**config.mk**
```make
export PLATFORM = sky130hd
export DESIGN_NAME = dtspm_pin_mux
export DESIGN_NICKNAME = d
export VERILOG_FILES = /design/src/rtl/dtspm_pkg.sv /design/src/rtl/dtspm_pin_mux.sv /design/src/rtl/dtspm_pin_sync.sv
export SDC_FILE = /design/constraint.sdc
export NUM_CORES = 1
export LEC_CHECK = 0
export BUFFER_PORTS_ARGS = -buffer_cell sky130_fd_sc_hd__buf_4
export CAP_MARGIN = 20
export CORE_ASPECT_RATIO = 1.5
export CORE_UTILIZATION = 47
export CTS_CLUSTER_DIAMETER = 30
export DETAILED_ROUTE_END_ITERATION = 8
export PLACE_DENSITY = 0.75
export SETUP_SLACK_MARGIN = 0.2
export SYNTH_ARGS = -nofsm -noshare
export SYNTH_HDL_FRONTEND = slang
export SYNTH_SLANG_ARGS = --single-unit
```
**constraint.sdc**
```tcl
create_clock -name core_clk_i -period 1.6 [get_ports core_clk_i]
set_clock_uncertainty 0.2 [all_clocks]
set_input_delay 0.32 -clock core_clk_i [delete_from_list [all_inputs] [get_ports core_clk_i]]
set_output_delay 0.32 -clock core_clk_i [all_outputs]
set_load 0.02 [all_outputs]
```
**src/rtl/dtspm_pkg.sv**
```systemverilog
//
// Contract
// - each gpio pin individually input or output
// - cleared pull-up bit disables that pull-up
// - full variant resets pins to decoder inputs
// - reduced variant resets pins to no function
// - phase-b alt bit routes spi mosi
// - select_a bit routes spi miso
// - select_b bit routes spi slave select
// - master drives mosi; slave receives it
// - slave drives miso; master receives it
// - unselected slave leaves miso undriven
// - master mode: slave select is input
// - pins also carry decoder and timer b
//
package dtspm_pkg;

    // ----------------------------------------------------------------
    // pin layout
    // ----------------------------------------------------------------
    localparam int NUM_PINS = 3;
    localparam int PIN_PHASE_B = 0;
    localparam int PIN_INDEX = 1;
    localparam int PIN_HOME = 2;

    // ----------------------------------------------------------------
    // pull-up register layout and reset values
    // ----------------------------------------------------------------
    localparam int PUR_W = 4;
    localparam int PUR_PHASE_A_BIT = 0;
    localparam int PUR_PIN_BASE = 1;
    localparam logic [PUR_W-1:0] PUR_RST = 4'hf;
    localparam logic [NUM_PINS-1:0] PSEL_RST = 3'h0;
    localparam logic [NUM_PINS-1:0] GPIO_EN_RST = 3'h0;
    localparam logic [NUM_PINS-1:0] GPIO_DIR_RST = 3'h0;
    localparam logic [NUM_PINS-1:0] GPIO_DATA_RST = 3'h0;
    localparam logic [NUM_PINS-1:0] TSEL_RST = 3'h0;

    // ----------------------------------------------------------------
    // synchroniser and idle levels
    // ----------------------------------------------------------------
    localparam int SYNC_STAGES = 3;
    localparam logic SYNC_RST = 1'h1;
    localparam logic SS_IDLE = 1'h1;
    localparam logic DATA_IDLE = 1'h0;

    // ----------------------------------------------------------------
    // types
    // ----------------------------------------------------------------
    typedef enum logic [2:0] {
        FN_NONE,
        FN_DECODER,
        FN_TIMER,
        FN_SPI,
        FN_GPIO
    } dtspm_func_t;

    typedef struct packed {
        logic out;
        logic oe;
    } dtspm_pad_t;

    typedef struct packed {
        logic master;
        logic mosi_out;
        logic miso_out;
    } dtspm_spi_t;

endpackage : dtspm_pkg

```
**src/rtl/dtspm_pin_mux.sv**
```systemverilog
`timescale 1ns/1ns
module dtspm_pin_mux #(
    parameter bit FULL_VARIANT = 1'b1
) (
    input wire logic core_clk_i,
    input wire logic rst_i,
    // pads: bit 0 phase-b, bit 1 index, bit 2 home
    input wire logic [dtspm_pkg::NUM_PINS-1:0] pad_in_i,
    output dtspm_pkg::dtspm_pad_t [dtspm_pkg::NUM_PINS-1:0] pad_o,
    // configuration writes
    input wire logic pin_sel_wr_i,
    input wire logic [dtspm_pkg::NUM_PINS-1:0] pin_sel_i,
    input wire logic gpio_en_wr_i,
    input wire logic [dtspm_pkg::NUM_PINS-1:0] gpio_en_i,
    input wire logic gpio_dir_wr_i,
    input wire logic [dtspm_pkg::NUM_PINS-1:0] gpio_dir_i,
    input wire logic gpio_data_wr_i,
    input wire logic [dtspm_pkg::NUM_PINS-1:0] gpio_data_i,
    input wire logic timer_sel_wr_i,
    input wire logic [dtspm_pkg::NUM_PINS-1:0] timer_sel_i,
    input wire logic pullup_wr_i,
    input wire logic [dtspm_pkg::PUR_W-1:0] pullup_i,
    // configuration readback and pad pull-up controls
    output logic [dtspm_pkg::NUM_PINS-1:0] system_pin_select_reg_o,
    output logic [dtspm_pkg::PUR_W-1:0] port_c_pullup_reg_o,
    output logic [dtspm_pkg::NUM_PINS-1:0] pin_configured_o,
    // timer b channels 1..3 at bits 0..2
    input wire logic [dtspm_pkg::NUM_PINS-1:0] timer_b_ch_out_i,
    input wire logic [dtspm_pkg::NUM_PINS-1:0] timer_b_ch_oe_i,
    output logic [dtspm_pkg::NUM_PINS-1:0] timer_b_ch_in_o,
    // spi port 1 core side
    input wire dtspm_pkg::dtspm_spi_t spi_i,
    output logic spi_port1_master_out_o,
    output logic spi_port1_master_in_o,
    output logic spi_port1_slave_select_o,
    // decoder 1 inputs
    output logic decoder1_phase_b_in_o,
    output logic decoder1_index_in_o,
    output logic decoder1_home_in_o,
    // port c pins 1..3 read value
    output logic [dtspm_pkg::NUM_PINS-1:0] port_c_pin_in_o
);

    localparam int NP = dtspm_pkg::NUM_PINS;

    // ----------------------------------------------------------------
    // ownership decode
    // ----------------------------------------------------------------
    function automatic dtspm_pkg::dtspm_func_t pin_owner(
        input logic unconf,
        input logic gpio_en,
        input logic alt,
        input logic tmr
    );
        dtspm_pkg::dtspm_func_t f;
        f = dtspm_pkg::FN_DECODER;
        if (unconf)
            f = dtspm_pkg::FN_NONE;
        else if (gpio_en)
            f = dtspm_pkg::FN_GPIO;
        else if (alt)
            f = dtspm_pkg::FN_SPI;
        else if (tmr)
            f = dtspm_pkg::FN_TIMER;
        return f;
    endfunction : pin_owner

    logic [NP-1:0] system_pin_select_reg_ff;
    logic [NP-1:0] gpio_en_ff;
    logic [NP-1:0] gpio_dir_ff;
    logic [NP-1:0] gpio_data_ff;
    logic [NP-1:0] timer_sel_ff;
    logic [dtspm_pkg::PUR_W-1:0] port_c_pullup_reg_ff;
    logic [NP-1:0] unconf_ff;
    logic [NP-1:0] pin_lvl;
    dtspm_pkg::dtspm_func_t own [NP];
    dtspm_pkg::dtspm_pad_t [NP-1:0] nxt_pad;
    dtspm_pkg::dtspm_pad_t [NP-1:0] pad_ff;
    logic slave_sel;
    logic [NP-1:0] timer_in_ff;
    logic [NP-1:0] gpio_in_ff;
    logic mosi_rx_ff;
    logic miso_rx_ff;
    logic ss_ff;
    logic dec_b_ff;
    logic dec_i_ff;
    logic dec_h_ff;

    // ----------------------------------------------------------------
    // configuration registers
    // ----------------------------------------------------------------
    // pin select: alt bits for phase-b, index, home
    always_ff @(posedge core_clk_i)
    begin
        if (rst_i)
            system_pin_select_reg_ff <= dtspm_pkg::PSEL_RST;
        else if (pin_sel_wr_i)
            system_pin_select_reg_ff <= pin_sel_i;
    end

    // gpio enable, direction and data per pin
    always_ff @(posedge core_clk_i)
    begin
        if (rst_i)
        begin
            gpio_en_ff <= dtspm_pkg::GPIO_EN_RST;
            gpio_dir_ff <= dtspm_pkg::GPIO_DIR_RST;
            gpio_data_ff <= dtspm_pkg::GPIO_DATA_RST;
        end
        else
        begin
            if (gpio_en_wr_i)
                gpio_en_ff <= gpio_en_i;
            if (gpio_dir_wr_i)
                gpio_dir_ff <= gpio_dir_i;
            if (gpio_data_wr_i)
                gpio_data_ff <= gpio_data_i;
        end
    end

    // timer b channel select
    always_ff @(posedge core_clk_i)
    begin
        if (rst_i)
            timer_sel_ff <= dtspm_pkg::TSEL_RST;
        else if (timer_sel_wr_i)
            timer_sel_ff <= timer_sel_i;
    end

    // pull-up enables, a cleared bit turns the pull-up off
    always_ff @(posedge core_clk_i)
    begin
        if (rst_i)
            port_c_pullup_reg_ff <= dtspm_pkg::PUR_RST;
        else if (pullup_wr_i)
            port_c_pullup_reg_ff <= pullup_i;
    end

    // reduced variant: no function until a selection is written
    always_ff @(posedge core_clk_i)
    begin
        if (rst_i)
            unconf_ff <= FULL_VARIANT ? {NP{1'b0}} : {NP{1'b1}};
        else if (pin_sel_wr_i || gpio_en_wr_i || timer_sel_wr_i)
            unconf_ff <= {NP{1'b0}};
    end

    // ----------------------------------------------------------------
    // per pin sync, ownership and drive
    // ----------------------------------------------------------------
    assign slave_sel = (own[dtspm_pkg::PIN_HOME] == dtspm_pkg::FN_SPI) &&
                       !pin_lvl[dtspm_pkg::PIN_HOME];

    for (genvar p = 0; p < NP; p++)
    begin : g_pin
        dtspm_pin_sync u_sync (
            .core_clk_i(core_clk_i),
            .rst_i(rst_i),
            .async_i(pad_in_i[p]),
            .level_o(pin_lvl[p])
        );

        // one owner per pin
        assign own[p] = pin_owner(unconf_ff[p], gpio_en_ff[p],
                                  system_pin_select_reg_ff[p], timer_sel_ff[p]);

        // drive value for the owning function
        always_comb
        begin
            nxt_pad[p] = '0;
            case (own[p])
                dtspm_pkg::FN_GPIO:
                begin
                    nxt_pad[p].out = gpio_data_ff[p];
                    nxt_pad[p].oe = gpio_dir_ff[p];
                end
                dtspm_pkg::FN_TIMER:
                begin
                    nxt_pad[p].out = timer_b_ch_out_i[p];
                    nxt_pad[p].oe = timer_b_ch_oe_i[p];
                end
                dtspm_pkg::FN_SPI:
                begin
                    if (p == dtspm_pkg::PIN_PHASE_B)
                    begin
                        nxt_pad[p].out = spi_i.mosi_out;
                        nxt_pad[p].oe = spi_i.master;
                    end
                    else if (p == dtspm_pkg::PIN_INDEX)
                    begin
                        nxt_pad[p].out = spi_i.miso_out;
                        nxt_pad[p].oe = !spi_i.master && slave_sel;
                    end
                end
                default:
                begin
                    nxt_pad[p] = '0; // decoder, none: input only
                end
            endcase
        end

        // registered pad drive, same delay for every path
        always_ff @(posedge core_clk_i)
        begin
            if (rst_i)
                pad_ff[p] <= '0;
            else
                pad_ff[p] <= nxt_pad[p];
        end

        // inputs reach only the owning function
        always_ff @(posedge core_clk_i)
        begin
            if (rst_i)
            begin
                timer_in_ff[p] <= dtspm_pkg::DATA_IDLE;
                gpio_in_ff[p] <= dtspm_pkg::DATA_IDLE;
            end
            else
            begin
                timer_in_ff[p] <= (own[p] == dtspm_pkg::FN_TIMER) ? pin_lvl[p] : dtspm_pkg::DATA_IDLE;
                gpio_in_ff[p] <= (own[p] == dtspm_pkg::FN_GPIO) ? pin_lvl[p] : dtspm_pkg::DATA_IDLE;
            end
        end
    end

    // ----------------------------------------------------------------
    // spi and decoder receive paths
    // ----------------------------------------------------------------
    always_ff @(posedge core_clk_i)
    begin
        if (rst_i)
        begin
            mosi_rx_ff <= dtspm_pkg::DATA_IDLE;
            miso_rx_ff <= dtspm_pkg::DATA_IDLE;
            ss_ff <= dtspm_pkg::SS_IDLE;
        end
        else
        begin
            mosi_rx_ff <= (own[dtspm_pkg::PIN_PHASE_B] == dtspm_pkg::FN_SPI && !spi_i.master) ?
                          pin_lvl[dtspm_pkg::PIN_PHASE_B] : dtspm_pkg::DATA_IDLE;
            miso_rx_ff <= (own[dtspm_pkg::PIN_INDEX] == dtspm_pkg::FN_SPI && spi_i.master) ?
                          pin_lvl[dtspm_pkg::PIN_INDEX] : dtspm_pkg::DATA_IDLE;
            ss_ff <= (own[dtspm_pkg::PIN_HOME] == dtspm_pkg::FN_SPI) ?
                     pin_lvl[dtspm_pkg::PIN_HOME] : dtspm_pkg::SS_IDLE;
        end
    end

    // decoder 1 inputs
    always_ff @(posedge core_clk_i)
    begin
        if (rst_i)
        begin
            dec_b_ff <= dtspm_pkg::DATA_IDLE;
            dec_i_ff <= dtspm_pkg::DATA_IDLE;
            dec_h_ff <= dtspm_pkg::DATA_IDLE;
        end
        else
        begin
            dec_b_ff <= (own[dtspm_pkg::PIN_PHASE_B] == dtspm_pkg::FN_DECODER) ?
                        pin_lvl[dtspm_pkg::PIN_PHASE_B] : dtspm_pkg::DATA_IDLE;
            dec_i_ff <= (own[dtspm_pkg::PIN_INDEX] == dtspm_pkg::FN_DECODER) ?
                        pin_lvl[dtspm_pkg::PIN_INDEX] : dtspm_pkg::DATA_IDLE;
            dec_h_ff <= (own[dtspm_pkg::PIN_HOME] == dtspm_pkg::FN_DECODER) ?
                        pin_lvl[dtspm_pkg::PIN_HOME] : dtspm_pkg::DATA_IDLE;
        end
    end

    // ----------------------------------------------------------------
    // outputs
    // ----------------------------------------------------------------
    assign pad_o = pad_ff;
    assign system_pin_select_reg_o = system_pin_select_reg_ff;
    assign port_c_pullup_reg_o = port_c_pullup_reg_ff;
    assign pin_configured_o = ~unconf_ff;
    assign timer_b_ch_in_o = timer_in_ff;
    assign port_c_pin_in_o = gpio_in_ff;
    assign spi_port1_master_out_o = mosi_rx_ff;
    assign spi_port1_master_in_o = miso_rx_ff;
    assign spi_port1_slave_select_o = ss_ff;
    assign decoder1_phase_b_in_o = dec_b_ff;
    assign decoder1_index_in_o = dec_i_ff;
    assign decoder1_home_in_o = dec_h_ff;
endmodule : dtspm_pin_mux

```
**src/rtl/dtspm_pin_sync.sv**
```systemverilog
`timescale 1ns/1ns
module dtspm_pin_sync (
    input wire logic core_clk_i,
    input wire logic rst_i,
    input wire logic async_i,
    output logic level_o
);

    logic [dtspm_pkg::SYNC_STAGES-1:0] stage_ff;
    logic level_ff;

    // ----------------------------------------------------------------
    // three stage shift, first stage only feeds the second
    // ----------------------------------------------------------------
    always_ff @(posedge core_clk_i)
    begin
        if (rst_i)
        begin
            stage_ff <= {dtspm_pkg::SYNC_STAGES{dtspm_pkg::SYNC_RST}};
        end
        else
        begin
            stage_ff <= {stage_ff[dtspm_pkg::SYNC_STAGES-2:0], async_i};
        end
    end

    // accept a change once the last two stages agree
    always_ff @(posedge core_clk_i)
    begin
        if (rst_i)
        begin
            level_ff <= dtspm_pkg::SYNC_RST;
        end
        else if (stage_ff[1] == stage_ff[2])
        begin
            level_ff <= stage_ff[2];
        end
    end

    assign level_o = level_ff;

endmodule : dtspm_pin_sync

```
==> run summary, run 1 <==
Run status: finished clean
Final global-route overflow total: 0
Maximum single-stage delay on the critical path: 390 ps
Class of the most critical hold timing path: in2reg
Via density: 4.850
Residual DRC: 0
Setup-failing EPs final: 0
Total negative slack for setup checks: 0 ps
Critical Path Slowest Stage Cell: sky130_fd_sc_hd__dfxtp_4
Diode insertion count for antenna repair: 0
TritonCTS clock tree: yes
Number of hold violations in the final report: 0
Multi-input logic area: 656.9 µm²
Footprint of the flip-flops and latches: 993.5 µm²
Synthesized area: 0.001712 mm²
Root cell of the clock tree: sky130_fd_sc_hd__clkbuf_8
Port Buffer Count: 63
Routed wire length per instance: 13.18 µm
Delay-heaviest family, CP: flip-flops
Die area: 0.003892 mm²
Portion of the post-synthesis area used by sequential elements: 57.31%
Critical path class: reg2out
Per-instance average area after synthesis: 10.90 µm²
Setup bufs post-CTS: 0
End-of-flow core utilization: 66.91%
Share of post-route cells with drive strength above 1: 39.56%
Cell chain of the critical path: buf_4
Height of the die: 75.91 µm
Final std cell area, no fill: 0.002307 mm²
Die width: 51.28 µm
End point of the most critical hold path: spi_port1_master_out_o
Type of element capturing the critical path: primary output
Hold Path Depth: 2
Most common cell after layout, fill and taps aside: sky130_fd_sc_hd__buf_4
DRT antenna net count: 0
Via count: 1295
Number of buffers on the longest clock path: 2
Final Wtd Congestion: 0.8040
Worst skew pair latency: 290 ps
Number of instances in the synthesized netlist: 157
Commonest non-fill, non-tap cells in the layout: sky130_fd_sc_hd__buf_4, sky130_fd_sc_hd__dfxtp_1, sky130_fd_sc_hd__nor2_1
Global-route usage over all layers: 19.78%
Register bit total from synthesis: 49
Clock transition at the registers of the reported paths: 80 ps
Post-layout total power: 2.301 mW
First-iteration detailed-routing DRC count: 9
IO Count: 67
Reg2reg start: gpio_en_ff[2]
Crit path max fanout: 8
P_leak: 1.055 nW
Endpoint required time on the critical path: 1080 ps
Inserted Clock Buffers: 5
Worst path arrival time: 830 ps
Number of max-slew violations in the final report: 0
Minimum setup slack among reg-to-reg paths: 360 ps
Row cnt: 26
Cells on worst reg2reg path: 3
Number of nets in the layout: 263
Power per cell area: 997.4 mW/mm²
Area of the core: 0.003448 mm²
Number of antenna violations at the first check in global routing: 0
Netlist cell types: 28
Terminus of the critical flop-to-flop path: pad_o[2]
Number of global-route vias before repair: 1253
Min Hold Slack: 27.35 ps
Number of warning messages in the yosys log: 0
Total half-perimeter wirelength after legalization and detailed placement: 2.618 mm
Number of filler cells placed in the layout: 296
Layout-stage area growth over the synthesis result: 34.80%
Number of clock sinks: 49
Fmax achieved: 741.4 MHz
Initial standard-cell utilization of the core: 49.64%
Period Utilization, post-route: 84.29%
Kind of start point of the critical path: register
Deepest level of the CTS H-tree: 2
Maximum capacitance violations: 0
Launch point of the worst hold path: spi_i[2]
Dpl cell area: 0.002182 mm²
Largest net degree at the start of global routing: 32
Setup repair after global routing missed its margin: false
Combined buffer and inverter count along the critical path: 1
Min cycle time layout: 1349 ps
Maximum vdd ir drop: 0.0009519 V
WL final: 3.520 mm
First-pass GRT wire length: 5.602 mm
Number of iterations in the first detailed-routing pass: 4
final cells by class:
type / instances / area share, %
Clock inverter: 2 / 0.4338
Inverter: 3 / 0.4881
Clock buffer: 6 / 3.145
Multi-Input combinational cell: 98 / 28.47
Tap cell: 42 / 2.278
Timing Repair Buffer: 67 / 22.13
Sequential cell: 49 / 43.06
repair_timing:
action | in CTS | in global routing
gates cloned | 0 | 0
resized for setup | 3 | 4
hold endpoints to repair | 2 | 1
hold buffers | 2 | 1
endpoints found under the setup margin | 3 | 4
metal layers:
metal  up-vias  track usage [%]  routed length, µm
li1        664                -                  -
met4         0            9.459                 96
met2        51            34.08               1818
met3         8            5.823                231
met1       572            21.34               1373
met5         -                0                  0
synthesized netlist by cell type:
library cell | n | area share (%)
sky130_fd_sc_hd__nand2b_1 | 3 | 1.1
sky130_fd_sc_hd__a221oi_2 | 1 | 0.88
sky130_fd_sc_hd__buf_4 | 5 | 2.2
sky130_fd_sc_hd__mux2i_1 | 15 | 8.8
sky130_fd_sc_hd__inv_1 | 3 | 0.66
sky130_fd_sc_hd__nor2_1 | 26 | 5.7
sky130_fd_sc_hd__nor3_1 | 3 | 0.88
sky130_fd_sc_hd__nand3b_1 | 1 | 0.44
sky130_fd_sc_hd__buf_6 | 2 | 1.3
sky130_fd_sc_hd__a211o_1 | 4 | 2.0
sky130_fd_sc_hd__nor4bb_1 | 2 | 1.2
sky130_fd_sc_hd__dfxtp_1 | 49 | 57
sky130_fd_sc_hd__and4bb_1 | 1 | 0.73
sky130_fd_sc_hd__conb_1 | 1 | 0.22
sky130_fd_sc_hd__a21oi_1 | 6 | 1.8
sky130_fd_sc_hd__buf_2 | 2 | 0.58
sky130_fd_sc_hd__nor2b_1 | 6 | 2.2
sky130_fd_sc_hd__nand2_1 | 1 | 0.22
sky130_fd_sc_hd__nor4b_1 | 3 | 1.5
sky130_fd_sc_hd__a221oi_1 | 3 | 1.5
sky130_fd_sc_hd__nor3_2 | 1 | 0.58
sky130_fd_sc_hd__nor4_1 | 2 | 0.73
sky130_fd_sc_hd__and4b_2 | 1 | 0.66
sky130_fd_sc_hd__nor3b_2 | 2 | 1.5
sky130_fd_sc_hd__o21bai_1 | 3 | 1.3
sky130_fd_sc_hd__and2_1 | 1 | 0.37
sky130_fd_sc_hd__or2_2 | 9 | 3.3
sky130_fd_sc_hd__and3_1 | 1 | 0.37
registers in the layout, summed over array words and instances (netlist names), 3 cells and up:
signal,count
g_pin.u_sync.stage_ff,9
pad_o,6
port_c_pullup_reg_o,4
g_pin.u_sync.level_o,3
gpio_data_ff,3
gpio_dir_ff,3
gpio_en_ff,3
port_c_pin_in_o,3
system_pin_select_reg_o,3
timer_b_ch_in_o,3
timer_sel_ff,3
through the flow:
step	cells	setup WS, ps
global placement	256	331.7
finish	267	251.3
global route	267	206.4
CTS	266	218.5
detailed placement	256	282.3
floorplan	159	277.4
power breakdown:
part           total (mW)  switching, mW  leakage, nW  internal, mW
combinational       0.303          0.139        0.605         0.165
clock               0.679          0.376       0.0450         0.303
sequential           1.32         0.0413        0.405          1.28
kinds of logic after synthesis:
logic type / share of synthesized area (%)
other cells: 0.2191
simple gates: 21.42
mux: 8.772
compound gates: 7.529
flops: 57.31
buf+inv: 4.752
how the worst max path moves through the flow:
stage                                     startpoint                         end  slack (ps)  cells past startpoint
after global routing      system_pin_select_reg_o[0]  system_pin_select_reg_o[0]         210                      1
after floorplan           system_pin_select_reg_o[1]                    pad_o[2]         280                      3
after global placement                 gpio_en_ff[1]                    pad_o[2]         330                      3
final                     system_pin_select_reg_o[0]  system_pin_select_reg_o[0]         250                      1
after detailed placement               gpio_en_ff[1]                    pad_o[2]         280                      3
after CTS                 system_pin_select_reg_o[0]  system_pin_select_reg_o[0]         220                      1
Power figures use the tool's default switching activity.
==> run 2: changes to the inputs <==
- ABC_AREA: not set -> 1
- CORE_UTILIZATION: 47 -> 43
- PLACE_DENSITY: 0.75 -> 0.72
- clock period: 1.6 -> 1.1 ns (I/O delays scaled with it)
==> run 2 against run 1 <==
The flow now finishes with violations (hold timing, setup timing). Cell area grew 19%. Worst hold slack got worse by 140 ps. Sequential share of layout area is 5.1 points lower. Total power rose by 60%. Non-clock buffer count increased by 12. Die area is 10% higher. First-iteration DRC count up 89%. Wire length increased by 15%. Clock-buffer cell count rose by 2. Largest cell class unchanged. Highest routed layer unchanged.
==> run summary, run 2 <==
Top-count cell post-synth: sky130_fd_sc_hd__dfxtp_1
Launch point of the worst hold path: spi_i[2]
Endpoint required time on the critical path: 680 ps (-400 ps)
Number of warning messages in the yosys log: 0 (unchanged)
Top_reg_cell synth: sky130_fd_sc_hd__dfxtp_1
Cells on worst reg2reg path: 7 (+4)
Inserted Clock Buffers: 5 (unchanged)
Cell types with the highest counts after synthesis: sky130_fd_sc_hd__dfxtp_1, sky130_fd_sc_hd__nand2_1, sky130_fd_sc_hd__nor2_1
IO Count: 67 (unchanged)
Final global-route overflow total: 0 (unchanged)
Post-layout instance count excluding filler cells: 314 (+18%)
Number of nets in the layout: 309 (+17%)
Class of the most critical hold timing path: in2reg
Post-synth EDFFs: 0 (unchanged)
Routed wire length per instance: 12.90 µm (-2.1%)
Register bit total from synthesis: 49 (unchanged)
Total negative slack for setup checks: -1872 ps (-1872 ps)
Highest-utilization routing layer at the global route stage: met2
Violated checks: hold timing, setup timing
Internal Dissipation: 2.727 mW (+56%)
Height of the die: 79.64 µm (+4.9%)
First-iteration detailed-routing DRC count: 17 (+8)
Total half-perimeter wirelength after legalization and detailed placement: 2.772 mm (+5.9%)
Area of the core: 0.003750 mm² (+8.7%)
Worst path arrival time: 780 ps (-50 ps)
Combined buffer and inverter count along the critical path: 1 (unchanged)
Flip-flop count of the largest register after layout: 9 (unchanged)
Reg2reg start: system_pin_select_reg_o[1]
Type of element capturing the critical path: primary output
Via density: 4.834 (-0.33%)
Worst skew pair latency: 300 ps (about the same)
Share of post-route cells with drive strength above 1: 63.10% (+24 points)
Synthesized area: 0.001728 mm² (+0.95%)
Cell chain of the critical path: buf_6
P_leak: 1.204 nW (+14%)
Diode insertion count for antenna repair: 0 (unchanged)
TritonCTS clock tree: yes
Number of buffers on the longest clock path: 2 (unchanged)
Die area: 0.004281 mm² (+10%)
Global-route usage over all layers: 20.06% (+0.28 points)
Worst slack, placed: -7.146 ps (-289.4 ps)
Register with the highest flop count: g_pin.u_sync.stage_ff
Largest area contributor in the synthesized netlist: sky130_fd_sc_hd__dfxtp_1
Via count: 1518 (+17%)
Die width: 53.76 µm (+4.8%)
Logic gate share of total power: 17.8% (+4.6 points)
Commonest non-fill, non-tap cells in the layout: sky130_fd_sc_hd__buf_4, sky130_fd_sc_hd__buf_6, sky130_fd_sc_hd__dfxtp_2
Delay-heaviest family, CP: flip-flops
Setup repair after global routing missed its margin: true
Number of antenna violations at the first check in global routing: 0 (unchanged)
Fraction of met1 tracks used by global routing: 20.69% (-0.65 points)
Residual DRC: 0 (unchanged)
Number of instances in the synthesized netlist: 189 (+20%)
Critical Path Slowest Stage Cell: sky130_fd_sc_hd__dfxtp_4
Number of max-slew violations in the final report: 0 (unchanged)
Root cell of the clock tree: sky130_fd_sc_hd__clkbuf_8
Fraction of synthesis flops using an asynchronous set or reset pin: 0% (unchanged)
Setup-failing EPs final: 30 (+30)
Clock transition at the registers of the reported paths: 90 ps (about the same)
Initial standard-cell utilization of the core: 46.08% (-3.6 points)
Port Buffer Count: 63 (unchanged)
Crit path max fanout: 2 (-6)
Worst-case setup margin in the final layout: -100.7 ps (-352.0 ps)
Routing usage on met2: 33.95% (-0.13 points)
WL final: 4.052 mm (+15%)
Per-instance average area after synthesis: 9.142 µm² (-16%)
Kind of start point of the critical path: register
DRT antenna net count: 0 (unchanged)
Run status: finished with violations
Power per cell area: 1342 mW/mm² (+35%)
Fmax achieved: 832.9 MHz
Ranking of synthesized cells by area: sky130_fd_sc_hd__dfxtp_1, sky130_fd_sc_hd__o21ai_2, sky130_fd_sc_hd__nand2_1, sky130_fd_sc_hd__nor2_1, sky130_fd_sc_hd__a21oi_1
Period Utilization, post-route: 109.2%
Global Route met3 Usage: 6.667% (+0.84 points)
Layout-stage area growth over the synthesis result: 58.51%
Final Wtd Congestion: 0.7733 (-3.8%)
Proportion of power drawn by flip-flops and latches: 52.9% (-4.4 points)
Largest net degree at the start of global routing: 15 (-53%)
Maximum vdd ir drop: 0.001389 V (+46%)
Number of hold violations in the final report: 27 (+27)
Cell count after placement: 298 (+16%)
Number of global-route vias before repair: 1444 (+15%)
Min Hold Slack: -108.6 ps (-136.0 ps)
Deepest level of the CTS H-tree: 2 (unchanged)
Hold Path Depth: 2 (unchanged)
Portion of the post-synthesis area used by sequential elements: 56.77% (-0.54 points)
Number of clock sinks: 49 (unchanged)
Clock Power Share: 29.3% (-0.2 points)
Number of iterations in the first detailed-routing pass: 4 (unchanged)
First-pass GRT wire length: 6.078 mm (+8.5%)
Min cycle time layout: 1201 ps
Maximum capacitance violations: 0 (unchanged)
Critical path class: reg2out
Netlist cell types: 23 (-18%)
Maximum single-stage delay on the critical path: 350 ps (-40 ps)
Terminus of the critical flop-to-flop path: pad_o[2]
Switching power share of the total: 25.78% (+1.6 points)
Minimum setup slack among reg-to-reg paths: -50 ps (-410 ps)
Top cell type's share of synthesized area: 56.77% (-0.54 points)
Row cnt: 27 (+3.8%)
Most common cell after layout, fill and taps aside: sky130_fd_sc_hd__buf_4
End point of the most critical hold path: spi_port1_master_out_o
NetSw: 947.4 µW (+70%)
## run 2: area by class of cell
| class | count | area (µm²) |
|---|---|---|
| Inverter | 20 | 90.09 |
| Multi-Input combinational cell | 115 | 735.7 |
| Tap cell | 43 | 53.80 |
| Sequential cell | 49 | 1039 |
| Timing Repair Buffer | 79 | 730.7 |
| Clock buffer | 8 | 90.09 |
| Fill cell | 281 | 1011 |
## run 2: kinds of logic (layout without fill, tap and decap cells)
group	after synthesis	in the layout	synth area share [%]
AOI/OAI and AO/OA	37	37	13.32
buffers and inverters	27	107	9.051
DFF	49	49	56.77
other	1	3	0.2170
and+or+nand+nor	75	75	20.64
## run 2: repair_timing
item	in CTS	in global routing
pin swaps	17	4
buffers inserted	5	3
endpoints found under the setup margin	41	49
resized for setup	74	21
endpoints found under the hold margin	27	23
## run 2: stage by stage
| step | total power [mW] | util, % | cell area, µm² |
|---|---|---|---|
| 6_report | 3.674 | 73.04 | 2739 |
| 4_1_cts | 3.649 | 70.27 | 2635 |
| 5_1_grt | 3.858 | 73.04 | 2739 |
| 3_5_place_dp | 2.488 | 61.29 | 2298 |
| 3_3_place_gp | 2.479 | 61.29 | 2298 |
| 2_1_floorplan | 2.240 | - | 1767 |
## run 2: power by group through the flow
stage	clock network [mW]	logic, mW	registers [mW]
finish	1.08	0.656	1.94
floorplan	0	0.218	2.02
global route	1.19	0.709	1.96
global placement	0	0.511	1.97
detailed placement	0	0.517	1.97
CTS	1.09	0.614	1.94
## run 2: layer usage
metal,vias to the layer above,routed length [µm]
li1,775,-
met1,686,1551
met2,47,2125
met3,10,249
met4,0,126
met5,-,0
## run 2: worst max-delay path by stage
stage / startpoint / cells past startpoint / slack, ps / endpoint
finish: system_pin_select_reg_o[0] / 1 / -100 / system_pin_select_reg_o[0]
global route: system_pin_select_reg_o[0] / 1 / -130 / system_pin_select_reg_o[0]
CTS: system_pin_select_reg_o[0] / 1 / -110 / system_pin_select_reg_o[0]
detailed placement: rst_i / 4 / -7 / spi_port1_master_in_o
global placement: rst_i / 4 / -0.01 / spi_port1_master_in_o
floorplan: system_pin_select_reg_o[1] / 6 / 90 / pad_o[2]
